**src/shared/cmi_pkg.sv**
```systemverilog
// shared constants and types for the link
package cmi_pkg;
    localparam int          CLK_PERIOD_NS = 20;
    localparam int          DATA_W        = 32;
    localparam int          ADDR_W        = 32;
    localparam int          ASI_W         = 8;
    localparam int          MASK_W        = 4;
    localparam int          IRL_W         = 4;
    localparam int          REG_AW        = 8;
    localparam logic [3:0]  IRL_NONE      = 4'h0;
    localparam logic [3:0]  IRL_NMI       = 4'hf;

    // register byte offsets
    localparam logic [7:0]  REG_CTRL      = 8'h00;
    localparam logic [7:0]  REG_ADDR      = 8'h04;
    localparam logic [7:0]  REG_ASI       = 8'h08;
    localparam logic [7:0]  REG_WDATA     = 8'h0c;
    localparam logic [7:0]  REG_BMASK     = 8'h10;
    localparam logic [7:0]  REG_RDATA     = 8'h14;
    localparam logic [7:0]  REG_STAT      = 8'h18;
    localparam logic [7:0]  REG_IMASK     = 8'h1c;
    localparam logic [7:0]  REG_INFO      = 8'h20;
    localparam logic [7:0]  REG_CMD       = 8'h24;

    // control fields
    localparam int          CTRL_PSO_BIT  = 0;
    localparam int          CTRL_ET_BIT   = 1;
    localparam int          CTRL_PIL_LSB  = 4;
    localparam logic [31:0] CTRL_RST      = 32'h0000_0000;
    localparam logic [31:0] CTRL_WMASK    = 32'h0000_00f3;

    // command bits, write-only pulses
    localparam int          CMD_READ_BIT  = 0;
    localparam int          CMD_WRITE_BIT = 1;
    localparam int          CMD_FENCE_BIT = 2;

    // sticky status and mask layout
    localparam int          ST_W          = 5;
    localparam int          ST_DONE       = 0;
    localparam int          ST_MAE        = 1;
    localparam int          ST_IRQ        = 2;
    localparam int          ST_RST        = 3;
    localparam int          ST_ERR        = 4;

    // live information fields
    localparam int          INF_BUSY      = 0;
    localparam int          INF_MAE       = 1;
    localparam int          INF_FENCE     = 2;
    localparam int          INF_ERR       = 3;
    localparam int          INF_PEND      = 4;
    localparam int          INF_IRL_LSB   = 8;

    localparam logic [7:0]  ASI_RST       = 8'h0b;
    localparam logic [3:0]  BMASK_RST     = 4'hf;
    localparam logic [1:0]  RESP_OKAY     = 2'h0;
    localparam logic [1:0]  RESP_SLVERR   = 2'h2;

    // memory end defaults
    localparam int          MEM_DEPTH     = 256;
    localparam int          MEM_LAT       = 2;
    localparam logic [7:0]  ASI_USER_DATA = 8'h0a;
    localparam logic [7:0]  ASI_SUPV_DATA = 8'h0b;

    typedef enum logic [1:0] {REQ_IDLE, REQ_ISSUE, REQ_WAIT} cmi_req_e;
    typedef enum logic [1:0] {MEM_IDLE, MEM_BUSY, MEM_ANSWER} cmi_mem_e;
endpackage

```
**src/shared/cmi_link_if.sv**
```systemverilog
// link between the processor end and the memory system end
`timescale 1ns/100ps
interface cmi_link_if;
    import cmi_pkg::*;
    logic              req_valid;
    logic              req_ready;
    logic              req_write;
    logic              req_sync;
    logic [ASI_W-1:0]  req_asi;
    logic [ADDR_W-1:0] req_addr;
    logic [MASK_W-1:0] req_mask;
    logic [DATA_W-1:0] req_wdata;
    logic              rsp_valid;
    logic [DATA_W-1:0] rsp_rdata;
    logic              rsp_mae;
    logic [IRL_W-1:0]  irl;
    logic              rst_req;
    logic              err_ind;

    modport proc (
        output req_valid, req_write, req_sync, req_asi, req_addr, req_mask, req_wdata,
        output err_ind,
        input  req_ready, rsp_valid, rsp_rdata, rsp_mae, irl, rst_req
    );
    modport sys (
        input  req_valid, req_write, req_sync, req_asi, req_addr, req_mask, req_wdata,
        input  err_ind,
        output req_ready, rsp_valid, rsp_rdata, rsp_mae, irl, rst_req
    );
endinterface

```
**src/design/cmi_proc_end.sv**
```systemverilog
// processor end with its register slave
//
// The implementer's own choices: the register offsets and the AXI4-Lite interface to the registers.
`timescale 1ns/100ps
module cmi_proc_end
    import cmi_pkg::*;
(
    input  wire logic              ref_clk,
    input  wire logic              resetn,
    cmi_link_if.proc               link,
    input  wire logic [REG_AW-1:0] s_axi_awaddr,
    input  wire logic              s_axi_awvalid,
    output logic                   s_axi_awready,
    input  wire logic [31:0]       s_axi_wdata,
    input  wire logic [3:0]        s_axi_wstrb,
    input  wire logic              s_axi_wvalid,
    output logic                   s_axi_wready,
    output logic [1:0]             s_axi_bresp,
    output logic                   s_axi_bvalid,
    input  wire logic              s_axi_bready,
    input  wire logic [REG_AW-1:0] s_axi_araddr,
    input  wire logic              s_axi_arvalid,
    output logic                   s_axi_arready,
    output logic [31:0]            s_axi_rdata,
    output logic [1:0]             s_axi_rresp,
    output logic                   s_axi_rvalid,
    input  wire logic              s_axi_rready,
    output logic                   irq
);
    ////////////////////////////////////////////////////////////////////////////////
    // bus slave state
    logic              aw_have_r, w_have_r, awready_r, wready_r, bvalid_r;
    logic [REG_AW-1:0] aw_addr_r;
    logic [31:0]       w_data_r;
    logic [3:0]        w_strb_r;
    logic [1:0]        bresp_r, rresp_r;
    logic              arready_r, rvalid_r;
    logic [31:0]       rdata_r;
    // software registers
    logic [31:0]       ctrl_r, addr_r, wdata_r, rdbuf_r;
    logic [ASI_W-1:0]  asi_r;
    logic [MASK_W-1:0] bmask_r;
    logic [ST_W-1:0]   stat_r, imask_r;
    logic              irq_r;
    // request engine and core state
    cmi_req_e          state_r;
    logic              req_valid_r, req_write_r, req_sync_r;
    logic [ASI_W-1:0]  req_asi_r;
    logic [ADDR_W-1:0] req_addr_r;
    logic [MASK_W-1:0] req_mask_r;
    logic [DATA_W-1:0] req_wdata_r;
    logic              mae_r, fence_r, error_r;
    logic [IRL_W-1:0]  irl_meta_r, irl_sync_r;
    logic              pend_r;
    ////////////////////////////////////////////////////////////////////////////////
    // write channel decode
    wire         aw_take  = s_axi_awvalid & awready_r;
    wire         w_take   = s_axi_wvalid & wready_r;
    wire         do_write = aw_have_r & w_have_r & ~bvalid_r;
    wire         aw_nxt   = (aw_have_r & ~do_write) | aw_take;
    wire         w_nxt    = (w_have_r & ~do_write) | w_take;
    wire [31:0]  wbe      = {{8{w_strb_r[3]}},{8{w_strb_r[2]}},{8{w_strb_r[1]}},{8{w_strb_r[0]}}};
    wire [31:0]  wm       = w_data_r & wbe;
    wire         wr_ctrl  = do_write && (aw_addr_r == REG_CTRL);
    wire         wr_addr  = do_write && (aw_addr_r == REG_ADDR);
    wire         wr_asi   = do_write && (aw_addr_r == REG_ASI);
    wire         wr_wdata = do_write && (aw_addr_r == REG_WDATA);
    wire         wr_bmask = do_write && (aw_addr_r == REG_BMASK);
    wire         wr_stat  = do_write && (aw_addr_r == REG_STAT);
    wire         wr_imask = do_write && (aw_addr_r == REG_IMASK);
    wire         wr_cmd   = do_write && (aw_addr_r == REG_CMD);
    wire         wr_ro    = do_write && ((aw_addr_r == REG_RDATA) || (aw_addr_r == REG_INFO));
    wire         wr_hit   = wr_ctrl | wr_addr | wr_asi | wr_wdata | wr_bmask | wr_stat
                            | wr_imask | wr_cmd | wr_ro;

    // core controls and request launch; read and write commands are refused while busy or halted, fence is taken unless a reset request is present
    wire         rst_in   = link.rst_req;
    wire         pso      = ctrl_r[CTRL_PSO_BIT];
    wire         et       = ctrl_r[CTRL_ET_BIT];
    wire [3:0]   pil      = ctrl_r[CTRL_PIL_LSB +: 4];
    wire         idle     = (state_r == REQ_IDLE) & ~error_r & ~rst_in;
    wire         go_rd    = wr_cmd & wm[CMD_READ_BIT] & idle;
    wire         go_wr    = wr_cmd & wm[CMD_WRITE_BIT] & ~wm[CMD_READ_BIT] & idle;
    wire         rsp_ok   = (state_r == REQ_WAIT) & link.rsp_valid;
    wire         enter_err = rsp_ok & link.rsp_mae & ~et;

    // synchronised level only; 15 beats any priority level
    wire         lvl_req  = (irl_sync_r != IRL_NONE);
    wire         lvl_wins = (irl_sync_r == IRL_NMI) | (irl_sync_r > pil);
    wire         pend     = lvl_req & lvl_wins & et & ~error_r;

    // sticky events; a set in the cycle of its clear wins
    wire [ST_W-1:0] st_set = {enter_err, rst_in, pend & ~pend_r,
                              rsp_ok & link.rsp_mae, rsp_ok};
    wire [ST_W-1:0] st_nxt = (stat_r & ~(wr_stat ? wm[ST_W-1:0] : '0)) | st_set;
    // read decode
    wire         ar_take  = s_axi_arvalid & arready_r;
    wire         rd_hit   = (s_axi_araddr <= REG_CMD) && (s_axi_araddr[1:0] == 2'h0);
    wire [31:0]  info     = {20'h0, irl_sync_r, 3'h0, pend_r, error_r, fence_r,
                             mae_r, (state_r != REQ_IDLE)};
    logic [31:0] rd_word;
    always_comb begin
        unique case (s_axi_araddr)
            REG_CTRL:  rd_word = ctrl_r;
            REG_ADDR:  rd_word = addr_r;
            REG_ASI:   rd_word = {24'h0, asi_r};
            REG_WDATA: rd_word = wdata_r;
            REG_BMASK: rd_word = {28'h0, bmask_r};
            REG_RDATA: rd_word = rdbuf_r;
            REG_STAT:  rd_word = {27'h0, stat_r};
            REG_IMASK: rd_word = {27'h0, imask_r};
            REG_INFO:  rd_word = info;
            default:   rd_word = 32'h0;
        endcase
    end

    ////////////////////////////////////////////////////////////////////////////////
    // write: address and data in either order, response after both
    always_ff @(posedge ref_clk) begin
        if (!resetn) begin
            aw_have_r <= 1'b0;
            w_have_r  <= 1'b0;
            awready_r <= 1'b0;
            wready_r  <= 1'b0;
            bvalid_r  <= 1'b0;
            bresp_r   <= RESP_OKAY;
        end else begin
            aw_have_r <= aw_nxt;
            w_have_r  <= w_nxt;
            awready_r <= ~aw_nxt;
            wready_r  <= ~w_nxt;
            if (do_write) begin
                bvalid_r <= 1'b1;
                bresp_r  <= wr_hit ? RESP_OKAY : RESP_SLVERR;
            end else if (s_axi_bready) begin
                bvalid_r <= 1'b0;
            end
        end
    end

    // captured address and data, unreset
    always_ff @(posedge ref_clk) begin
        if (aw_take) aw_addr_r <= s_axi_awaddr;
        if (w_take) begin
            w_data_r <= s_axi_wdata;
            w_strb_r <= s_axi_wstrb;
        end
    end
    // read channel: answer one cycle after the address
    always_ff @(posedge ref_clk) begin
        if (!resetn) begin
            arready_r <= 1'b0;
            rvalid_r  <= 1'b0;
            rdata_r   <= '0;
            rresp_r   <= RESP_OKAY;
        end else begin
            arready_r <= ~(ar_take | (rvalid_r & ~s_axi_rready));
            if (ar_take) begin
                rvalid_r <= 1'b1;
                rdata_r  <= rd_word;
                rresp_r  <= rd_hit ? RESP_OKAY : RESP_SLVERR;
            end else if (s_axi_rready) begin
                rvalid_r <= 1'b0;
            end
        end
    end

    ////////////////////////////////////////////////////////////////////////////////
    // software registers; reset request restores control
    always_ff @(posedge ref_clk) begin
        if (!resetn) begin
            ctrl_r  <= CTRL_RST;
            addr_r  <= '0;
            asi_r   <= ASI_RST;
            wdata_r <= '0;
            bmask_r <= BMASK_RST;
            imask_r <= '0;
            stat_r  <= '0;
            irq_r   <= 1'b0;
        end else begin
            if (rst_in) ctrl_r <= CTRL_RST;
            else if (wr_ctrl) ctrl_r <= ((ctrl_r & ~wbe) | wm) & CTRL_WMASK;
            if (wr_addr) addr_r <= (addr_r & ~wbe) | wm;
            if (wr_asi && w_strb_r[0]) asi_r <= w_data_r[7:0];
            if (wr_wdata) wdata_r <= (wdata_r & ~wbe) | wm;
            if (wr_bmask && w_strb_r[0]) bmask_r <= w_data_r[3:0];
            if (wr_imask && w_strb_r[0]) imask_r <= w_data_r[ST_W-1:0];
            stat_r <= st_nxt;
            irq_r  <= |(st_nxt & imask_r);
        end
    end

    ////////////////////////////////////////////////////////////////////////////////
    // request engine: issue, hold until taken, wait for the answer
    always_ff @(posedge ref_clk) begin
        if (!resetn) begin
            state_r     <= REQ_IDLE;
            req_valid_r <= 1'b0;
            mae_r       <= 1'b0;
            rdbuf_r     <= '0;
        end else if (rst_in) begin
            state_r     <= REQ_IDLE;
            req_valid_r <= 1'b0;
        end else begin
            unique case (state_r)
                REQ_IDLE: begin
                    if (go_rd || go_wr) begin
                        state_r     <= REQ_ISSUE;
                        req_valid_r <= 1'b1;
                        req_write_r <= go_wr;
                        // one access at a time, so a sync write follows completed ones
                        req_sync_r  <= go_wr & (fence_r | ~pso);
                        req_asi_r   <= asi_r;
                        req_addr_r  <= addr_r;
                        req_mask_r  <= go_wr ? bmask_r : '0;
                        req_wdata_r <= wdata_r;
                    end
                end
                REQ_ISSUE: begin
                    if (link.req_ready) begin
                        state_r     <= REQ_WAIT;
                        req_valid_r <= 1'b0;
                    end
                end
                REQ_WAIT: begin
                    if (link.rsp_valid) begin
                        state_r <= REQ_IDLE;
                        mae_r   <= link.rsp_mae;
                        if (!req_write_r) rdbuf_r <= link.rsp_rdata;
                    end
                end
            endcase
        end
    end

    // fence, halt state and interrupt level synchroniser
    always_ff @(posedge ref_clk) begin
        if (!resetn) begin
            fence_r    <= 1'b0;
            error_r    <= 1'b0;
            irl_meta_r <= IRL_NONE;
            irl_sync_r <= IRL_NONE;
            pend_r     <= 1'b0;
        end else begin
            irl_meta_r <= link.irl;
            irl_sync_r <= irl_meta_r;
            pend_r     <= pend;
            if (rst_in) begin
                fence_r <= 1'b0;
                error_r <= 1'b0;
            end else begin
                if (wr_cmd && wm[CMD_FENCE_BIT]) fence_r <= 1'b1;
                else if (rsp_ok && req_sync_r) fence_r <= 1'b0;
                if (enter_err) error_r <= 1'b1;
            end
        end
    end

    assign s_axi_awready  = awready_r;
    assign s_axi_wready   = wready_r;
    assign s_axi_bvalid   = bvalid_r;
    assign s_axi_bresp    = bresp_r;
    assign s_axi_arready  = arready_r;
    assign s_axi_rvalid   = rvalid_r;
    assign s_axi_rdata    = rdata_r;
    assign s_axi_rresp    = rresp_r;
    assign irq            = irq_r;
    assign link.req_valid = req_valid_r;
    assign link.req_write = req_write_r;
    assign link.req_sync  = req_sync_r;
    assign link.req_asi   = req_asi_r;
    assign link.req_addr  = req_addr_r;
    assign link.req_mask  = req_mask_r;
    assign link.req_wdata = req_wdata_r;
    assign link.err_ind   = error_r;
endmodule

```
**src/flat_wrapper.sv**
```systemverilog
// flat-port wrapper written by rule: the top's interface ports become plain ports
module cmi_proc_end_flat import cmi_pkg::*;
  (ref_clk, resetn, s_axi_awaddr, s_axi_awvalid, s_axi_awready, s_axi_wdata, s_axi_wstrb, s_axi_wvalid, s_axi_wready, s_axi_bresp, s_axi_bvalid, s_axi_bready, s_axi_araddr, s_axi_arvalid, s_axi_arready, s_axi_rdata, s_axi_rresp, s_axi_rvalid, s_axi_rready, irq, link_req_valid, link_req_write, link_req_sync, link_req_asi, link_req_addr, link_req_mask, link_req_wdata, link_err_ind, link_req_ready, link_rsp_valid, link_rsp_rdata, link_rsp_mae, link_irl, link_rst_req);
  cmi_link_if link_i ();
  input  wire logic ref_clk;
  input  wire logic resetn;
  input  wire logic [REG_AW-1:0] s_axi_awaddr;
  input  wire logic s_axi_awvalid;
  output logic s_axi_awready;
  input  wire logic [31:0] s_axi_wdata;
  input  wire logic [3:0] s_axi_wstrb;
  input  wire logic s_axi_wvalid;
  output logic s_axi_wready;
  output logic [1:0] s_axi_bresp;
  output logic s_axi_bvalid;
  input  wire logic s_axi_bready;
  input  wire logic [REG_AW-1:0] s_axi_araddr;
  input  wire logic s_axi_arvalid;
  output logic s_axi_arready;
  output logic [31:0] s_axi_rdata;
  output logic [1:0] s_axi_rresp;
  output logic s_axi_rvalid;
  input  wire logic s_axi_rready;
  output logic irq;
  output wire logic [$bits(link_i.req_valid)-1:0] link_req_valid;
  output wire logic [$bits(link_i.req_write)-1:0] link_req_write;
  output wire logic [$bits(link_i.req_sync)-1:0] link_req_sync;
  output wire logic [$bits(link_i.req_asi)-1:0] link_req_asi;
  output wire logic [$bits(link_i.req_addr)-1:0] link_req_addr;
  output wire logic [$bits(link_i.req_mask)-1:0] link_req_mask;
  output wire logic [$bits(link_i.req_wdata)-1:0] link_req_wdata;
  output wire logic [$bits(link_i.err_ind)-1:0] link_err_ind;
  input wire logic [$bits(link_i.req_ready)-1:0] link_req_ready;
  input wire logic [$bits(link_i.rsp_valid)-1:0] link_rsp_valid;
  input wire logic [$bits(link_i.rsp_rdata)-1:0] link_rsp_rdata;
  input wire logic [$bits(link_i.rsp_mae)-1:0] link_rsp_mae;
  input wire logic [$bits(link_i.irl)-1:0] link_irl;
  input wire logic [$bits(link_i.rst_req)-1:0] link_rst_req;
  assign link_req_valid = link_i.req_valid;
  assign link_req_write = link_i.req_write;
  assign link_req_sync = link_i.req_sync;
  assign link_req_asi = link_i.req_asi;
  assign link_req_addr = link_i.req_addr;
  assign link_req_mask = link_i.req_mask;
  assign link_req_wdata = link_i.req_wdata;
  assign link_err_ind = link_i.err_ind;
  assign link_i.req_ready = link_req_ready;
  assign link_i.rsp_valid = link_rsp_valid;
  assign link_i.rsp_rdata = link_rsp_rdata;
  assign link_i.rsp_mae = link_rsp_mae;
  assign link_i.irl = link_irl;
  assign link_i.rst_req = link_rst_req;
  cmi_proc_end u_core (.ref_clk(ref_clk), .resetn(resetn), .link(link_i), .s_axi_awaddr(s_axi_awaddr), .s_axi_awvalid(s_axi_awvalid), .s_axi_awready(s_axi_awready), .s_axi_wdata(s_axi_wdata), .s_axi_wstrb(s_axi_wstrb), .s_axi_wvalid(s_axi_wvalid), .s_axi_wready(s_axi_wready), .s_axi_bresp(s_axi_bresp), .s_axi_bvalid(s_axi_bvalid), .s_axi_bready(s_axi_bready), .s_axi_araddr(s_axi_araddr), .s_axi_arvalid(s_axi_arvalid), .s_axi_arready(s_axi_arready), .s_axi_rdata(s_axi_rdata), .s_axi_rresp(s_axi_rresp), .s_axi_rvalid(s_axi_rvalid), .s_axi_rready(s_axi_rready), .irq(irq));
endmodule
```
**config.mk**
```make
export PLATFORM = sky130hd
export DESIGN_NAME = cmi_proc_end_flat
export DESIGN_NICKNAME = d
export VERILOG_FILES = /design/src/shared/cmi_pkg.sv /design/src/shared/cmi_link_if.sv /design/src/design/cmi_proc_end.sv /design/src/flat_wrapper.sv
export SDC_FILE = /design/constraint.sdc
export NUM_CORES = 1
export LEC_CHECK = 0
export BUFFER_PORTS_ARGS = -buffer_cell sky130_fd_sc_hd__buf_2
export CAP_MARGIN = 20
export CORE_MARGIN = 3
export CORE_UTILIZATION = 59
export DETAILED_ROUTE_END_ITERATION = 6
export PLACE_DENSITY_LB_ADDON = 0.12
export SLEW_MARGIN = 0
export SYNTH_ARGS = -nofsm -noshare
export SYNTH_HDL_FRONTEND = slang
export SYNTH_SLANG_ARGS = --single-unit
```
**constraint.sdc**
```tcl
create_clock -name ref_clk -period 8.2 [get_ports ref_clk]
set_clock_uncertainty 0.1 [all_clocks]
set_input_delay 1.64 -clock ref_clk [delete_from_list [all_inputs] [get_ports ref_clk]]
set_output_delay 1.64 -clock ref_clk [all_outputs]
set_load 0.005 [all_outputs]
```
; ---- Word level (Yosys, flattened, before mapping)
; Index checks and enable logic that the tools add are counted.
[totals]
ff_bits = 305
input_bits = 99
out_inout_bits = 122
wordCells = 174
[classes]
mux = 17
n_bitwise = 62
magnitude_cmp = 2
n_reduce_logical = 34
eq_ne = 23
[op_table]
columns = cell, count
row1 = one-hot mux 32 bit (9 select lines), 1
row2 = AND 32 bit, 3
row3 = "equality test 8 x 5 -> 1 bit, second input constant", 8
row4 = OR 32 bit, 2
row5 = "equality test 8 x 4 -> 1 bit, second input constant", 4
row6 = inverter 32 bit, 1
row7 = "equality test 8 x 6 -> 1 bit, second input constant", 3
row8 = AND 1 bit, 23
row9 = "equality test 8 x 3 -> 1 bit, second input constant", 2
row10 = logical NOT 8 bit, 2
row11 = logical AND 1 bit, 15
row12 = inverter 1 bit, 14
row13 = OR 1 bit, 13
row14 = AND 5 bit, 2
row15 = 2-to-1 mux 2 bit, 5
row16 = nonzero test 2 bit, 5
row17 = AND reduction 3 bit, 3
row18 = AND 8 bit, 1
row19 = "<= comparator 8 x 6 -> 1 bit, second input constant", 1
row20 = 2-to-1 mux 1 bit, 8
row21 = OR 8 bit, 1
row22 = AND reduction 4 bit, 2
row23 = "!= test 2 bit, second input constant", 3
row24 = one-hot mux 2 bit (3 select lines), 1
row25 = 13 further kinds, 15

; ---- Logic depth before layout (Yosys ltp)
[depth]
depth_word = 12
mapped_depth = 8
mapped_depth_nobuf = 7

; ---- Worst setup path before layout
; Ideal clock, no wire load.
[synth_timing]
path_kind = input to register
start = in link_rst_req
end = reg u_core.req_addr_r[0] (netlist: u_core.link.req_addr[0]), enable pin
slack_ps = 3679
required_ps = 7655
setup_time_ps = 445
path_buffers = 0
stages = 4
t_arrival_ps = 3976
cell_sequence = inv_1 -> nand2_1 -> nor4_1 -> and2_1
[synth_between]
elab_chain_cells = 5
elab_cells_between_ends = 6
[synth_lines]
columns = item, line_no
row1 = from (decl), flat_wrapper.sv:38  ; input wire logic [$bits(link_i.rst_req)-1:0] link_rst_req;
row2 = inverter 1 bit (*), cmi_proc_end.sv:81  ; wire idle = (state_r == REQ_IDLE) & ~error_r & ~rst_in;
row3 = AND 1 bit, cmi_proc_end.sv:81
row4 = "AND 1 bit, on equally long branches", "cmi_proc_end.sv:82, cmi_proc_end.sv:83"
row5 = logical OR 1 bit, cmi_proc_end.sv:207  ; if (go_rd || go_wr) begin
row6 = AND reduction 4 bit (no line) (*), --
row7 = to (signal assigned), cmi_proc_end.sv:214  ; req_addr_r <= addr_r;
row8 = to (decl), cmi_proc_end.sv:49  ; logic [ADDR_W-1:0] req_addr_r;
; Every way passes the cells marked *; elsewhere a longest branch is shown, timed or not.
; A chain may end at the register's enable or synchronous reset.

; ---- Final worst setup path
[layout_timing]
start = in s_axi_araddr[2]
end = reg u_core.rdata_r[29] (netlist: u_core.s_axi_rdata[29])
[layout_between]
elab_chain_cells = 2
elab_cells_between_ends = 10
[layout_lines]
columns = item, line_no
row1 = from (decl), flat_wrapper.sv:17  ; input wire logic [REG_AW-1:0] s_axi_araddr;
row2 = "equality test 8 x 6 -> 1 bit, or another cell as far along", cmi_proc_end.sv:103  ; unique case (s_axi_araddr)
row3 = one-hot mux 32 bit (9 select lines) (*), cmi_proc_end.sv:103
row4 = to (signal assigned), cmi_proc_end.sv:160  ; rdata_r <= rd_word;
row5 = to (decl), cmi_proc_end.sv:38  ; logic [31:0] rdata_r;
; Marked as above.

==> metrics <==
total wire length=31000 um; fin. max-slew vios=0; fillcell total=1460; Synth async-reset ratio=0%; Yosys reg bits=303; Post-CTS Hold Fix Bufs=0; I/O pin total=221; Iter 0 DRT Violations=806; worst slew pin tran=1.01 ns; hold crit path type=reg -> reg; CTS clk-pin slew, worst paths=0.06 ns; peak supply drop=0.000177 V; Cells after Synth=1069; FF+latch area=7290 um^2; Inst Count DP=1504; FF-to-FF Start=u_core.w_strb_r[0]; Pwr per Cell Area=226 nW/um^2; R2R Setup Slk=4.68 ns; Area Overhead vs Synth=20.9%; # clock sinks=303; pin count of the biggest net entering global routing=107; max-cap check violation count=0; Post-CTS Setup Bufs=0; Via Count=8980; Vias/cell=5.75; 1st-pass router iterations=7; Seq/Total Area, Yosys=61.8%; Final Cycle Share=44.4%; Synth Warn #=0; dpl ws=4.04 ns; RD Place Congestion=0.905; initial antenna violation count=2; outcome=complete, no violations; CP startpoint kind=primary input; CP Max Fanout=21; Antenna Nets Post-Route=0; grt total ovfl=0; first-pass GRT wire length=48300 um; worst hold endpoint=u_core.irl_sync_r[1]; share of cells above drive strength 1=23.9%; endpoint class of the critical path=flip-flop; core area=19500 um^2; starting density of the core=60.4%; vias in the first global route=8722; Rows=51; Total GRT Usage=28.2%; mean area per synthesized cell=11.0 um^2; Die Span X=147 um; Min-Delay Startpoint=u_core.irl_meta_r[1]; DP HPWL=20900 um; synthesized area=11800 um^2; worst skew pair latency=0.55 ns; number of buffers added on ports=218; endpoints failing setup=0; post-DR wirelength/cell=19.8 um; total die area=21700 um^2; distinct cell type count after synthesis=69; height of the die=147 um; nets=1379; CP required=8.58 ns; CTS tree=built; r2r worst-path depth=5; hold depth=1; post-CTS sizing=0; cts bufs inserted=30; Crit Path Class=in -> reg; Max clock buf depth=3; final setup TNS=0 ns; drt drc=0; R2R Path End=u_core.link.req_wdata[13]; hold_ws=0.338 ns; unrepaired setup endpoints after global routing=no; # H-tree levels=1; non-filler instance count after layout=1563; fmax=274 MHz; minimum clock period=3.64 ns; final hold vios=0; number of synthesized flops with an enable pin=122; Synth Flop Type=dfxtp_1; root buf cell=clkbuf_16; Rel. slew slack=31.7%; static leakage power=5.27 nW; crit path DAT=4.03 ns; dpl cell area=13100 um^2; Worst Slack Setup Final=4.56 ns; footprint of the multi-input gates=4230 um^2; design area=14300 um^2
worst max-delay path by stage:
stage | startpoint | end | slack, ns
2_1_floorplan | link_rst_req | u_core.link.req_addr[0] | 3.68
4_1_cts | u_core.w_strb_r[0] | u_core.link.req_wdata[16] | 4.58
3_5_place_dp | s_axi_araddr[5] | u_core.s_axi_rdata[16] | 4.04
6_report | s_axi_araddr[2] | u_core.s_axi_rdata[29] | 4.56
3_3_place_gp | s_axi_araddr[5] | u_core.s_axi_rdata[10] | 3.72
5_1_grt | s_axi_araddr[2] | u_core.s_axi_rdata[20] | 4.35
worst max-delay path, stage by stage:
cell and delay (ns):
buf_2 0.27, nor4b_2 0.67, and2_1 0.85, a222oi_1 0.27, o21ai_0 0.18, and2_1 0.13
stage by stage:
stage	utilization (%)	power, W
final	73.0	0.00322
after global routing	73.0	0.00330
after CTS	72.8	0.00323
after detailed placement	67.0	0.00172
after global placement	66.9	0.00172
after floorplan	-	0.00167
cell usage after synthesis, types with 10 or more instances:
cell type / instances / area (um^2)
o21ai_0: 27 / 135
nor2_1: 17 / 63.8
mux2i_1: 29 / 290
nand3_1: 51 / 255
nor2b_1: 30 / 188
a222oi_1: 10 / 100
a21boi_1: 10 / 75.1
inv_1: 12 / 45.0
a21o_1: 17 / 128
clkbuf_1: 50 / 188
a22oi_1: 24 / 180
edfxtp_1: 122 / 3660
a21oi_1: 20 / 100
and2_1: 32 / 200
dfxtp_1: 181 / 3620
nand2_1: 222 / 833
a21boi_0: 98 / 736
routing by layer:
layer	vias to the layer above	part of all wire [%]	GRT usage [%]
met2	407	46	44.5
li1	4221	-	-
met5	-	0.042	0
met3	67	8.7	6.10
met1	4283	42	39.3
met4	2	3.1	9.60
cell families (layout without fill, tap and decap cells):
logic type                 Yosys count  in the layout  share of synthesized area, %
muxes                               36             36                          3.32
AOI/OAI and AO/OA                  241            241                          14.9
other                                1              3                        0.0318
buffers and inverters               73            300                          2.53
DFF                                303            303                          61.8
adders and majority gates            7              7                         0.743
and+or+nand+nor                    408            408                          16.7
area by class of cell:
class                   count  area share [%]
flip-flops and latches    303            51.1
diodes                      1          0.0176
clock inverters            22            2.17
multi-input cells         694            29.7
well taps                 265            2.33
clock buffers              34            5.74
inverters                  12           0.316
repair buffers            232            8.64
cells in the final DEF, fill, tap and decap left out, types with 24 or more instances in the layout:
cell type	count
a21boi_0	98
a22oi_1	24
and2_1	30
buf_2	217
clkbuf_16	32
dfxtp_1	181
edfxtp_1	122
mux2i_1	29
nand2_1	222
nand3_1	51
nor2b_1	30
o21ai_0	27
where the power goes:
part	total [W]	internal, W	switching, W
clock network	0.00153	0.000942	0.000589
registers	0.00159	0.00158	0.0000159
logic	0.0000934	0.0000397	0.0000537
total	0.00322	0.00256	0.000658
Power figures use the tool's default switching activity.
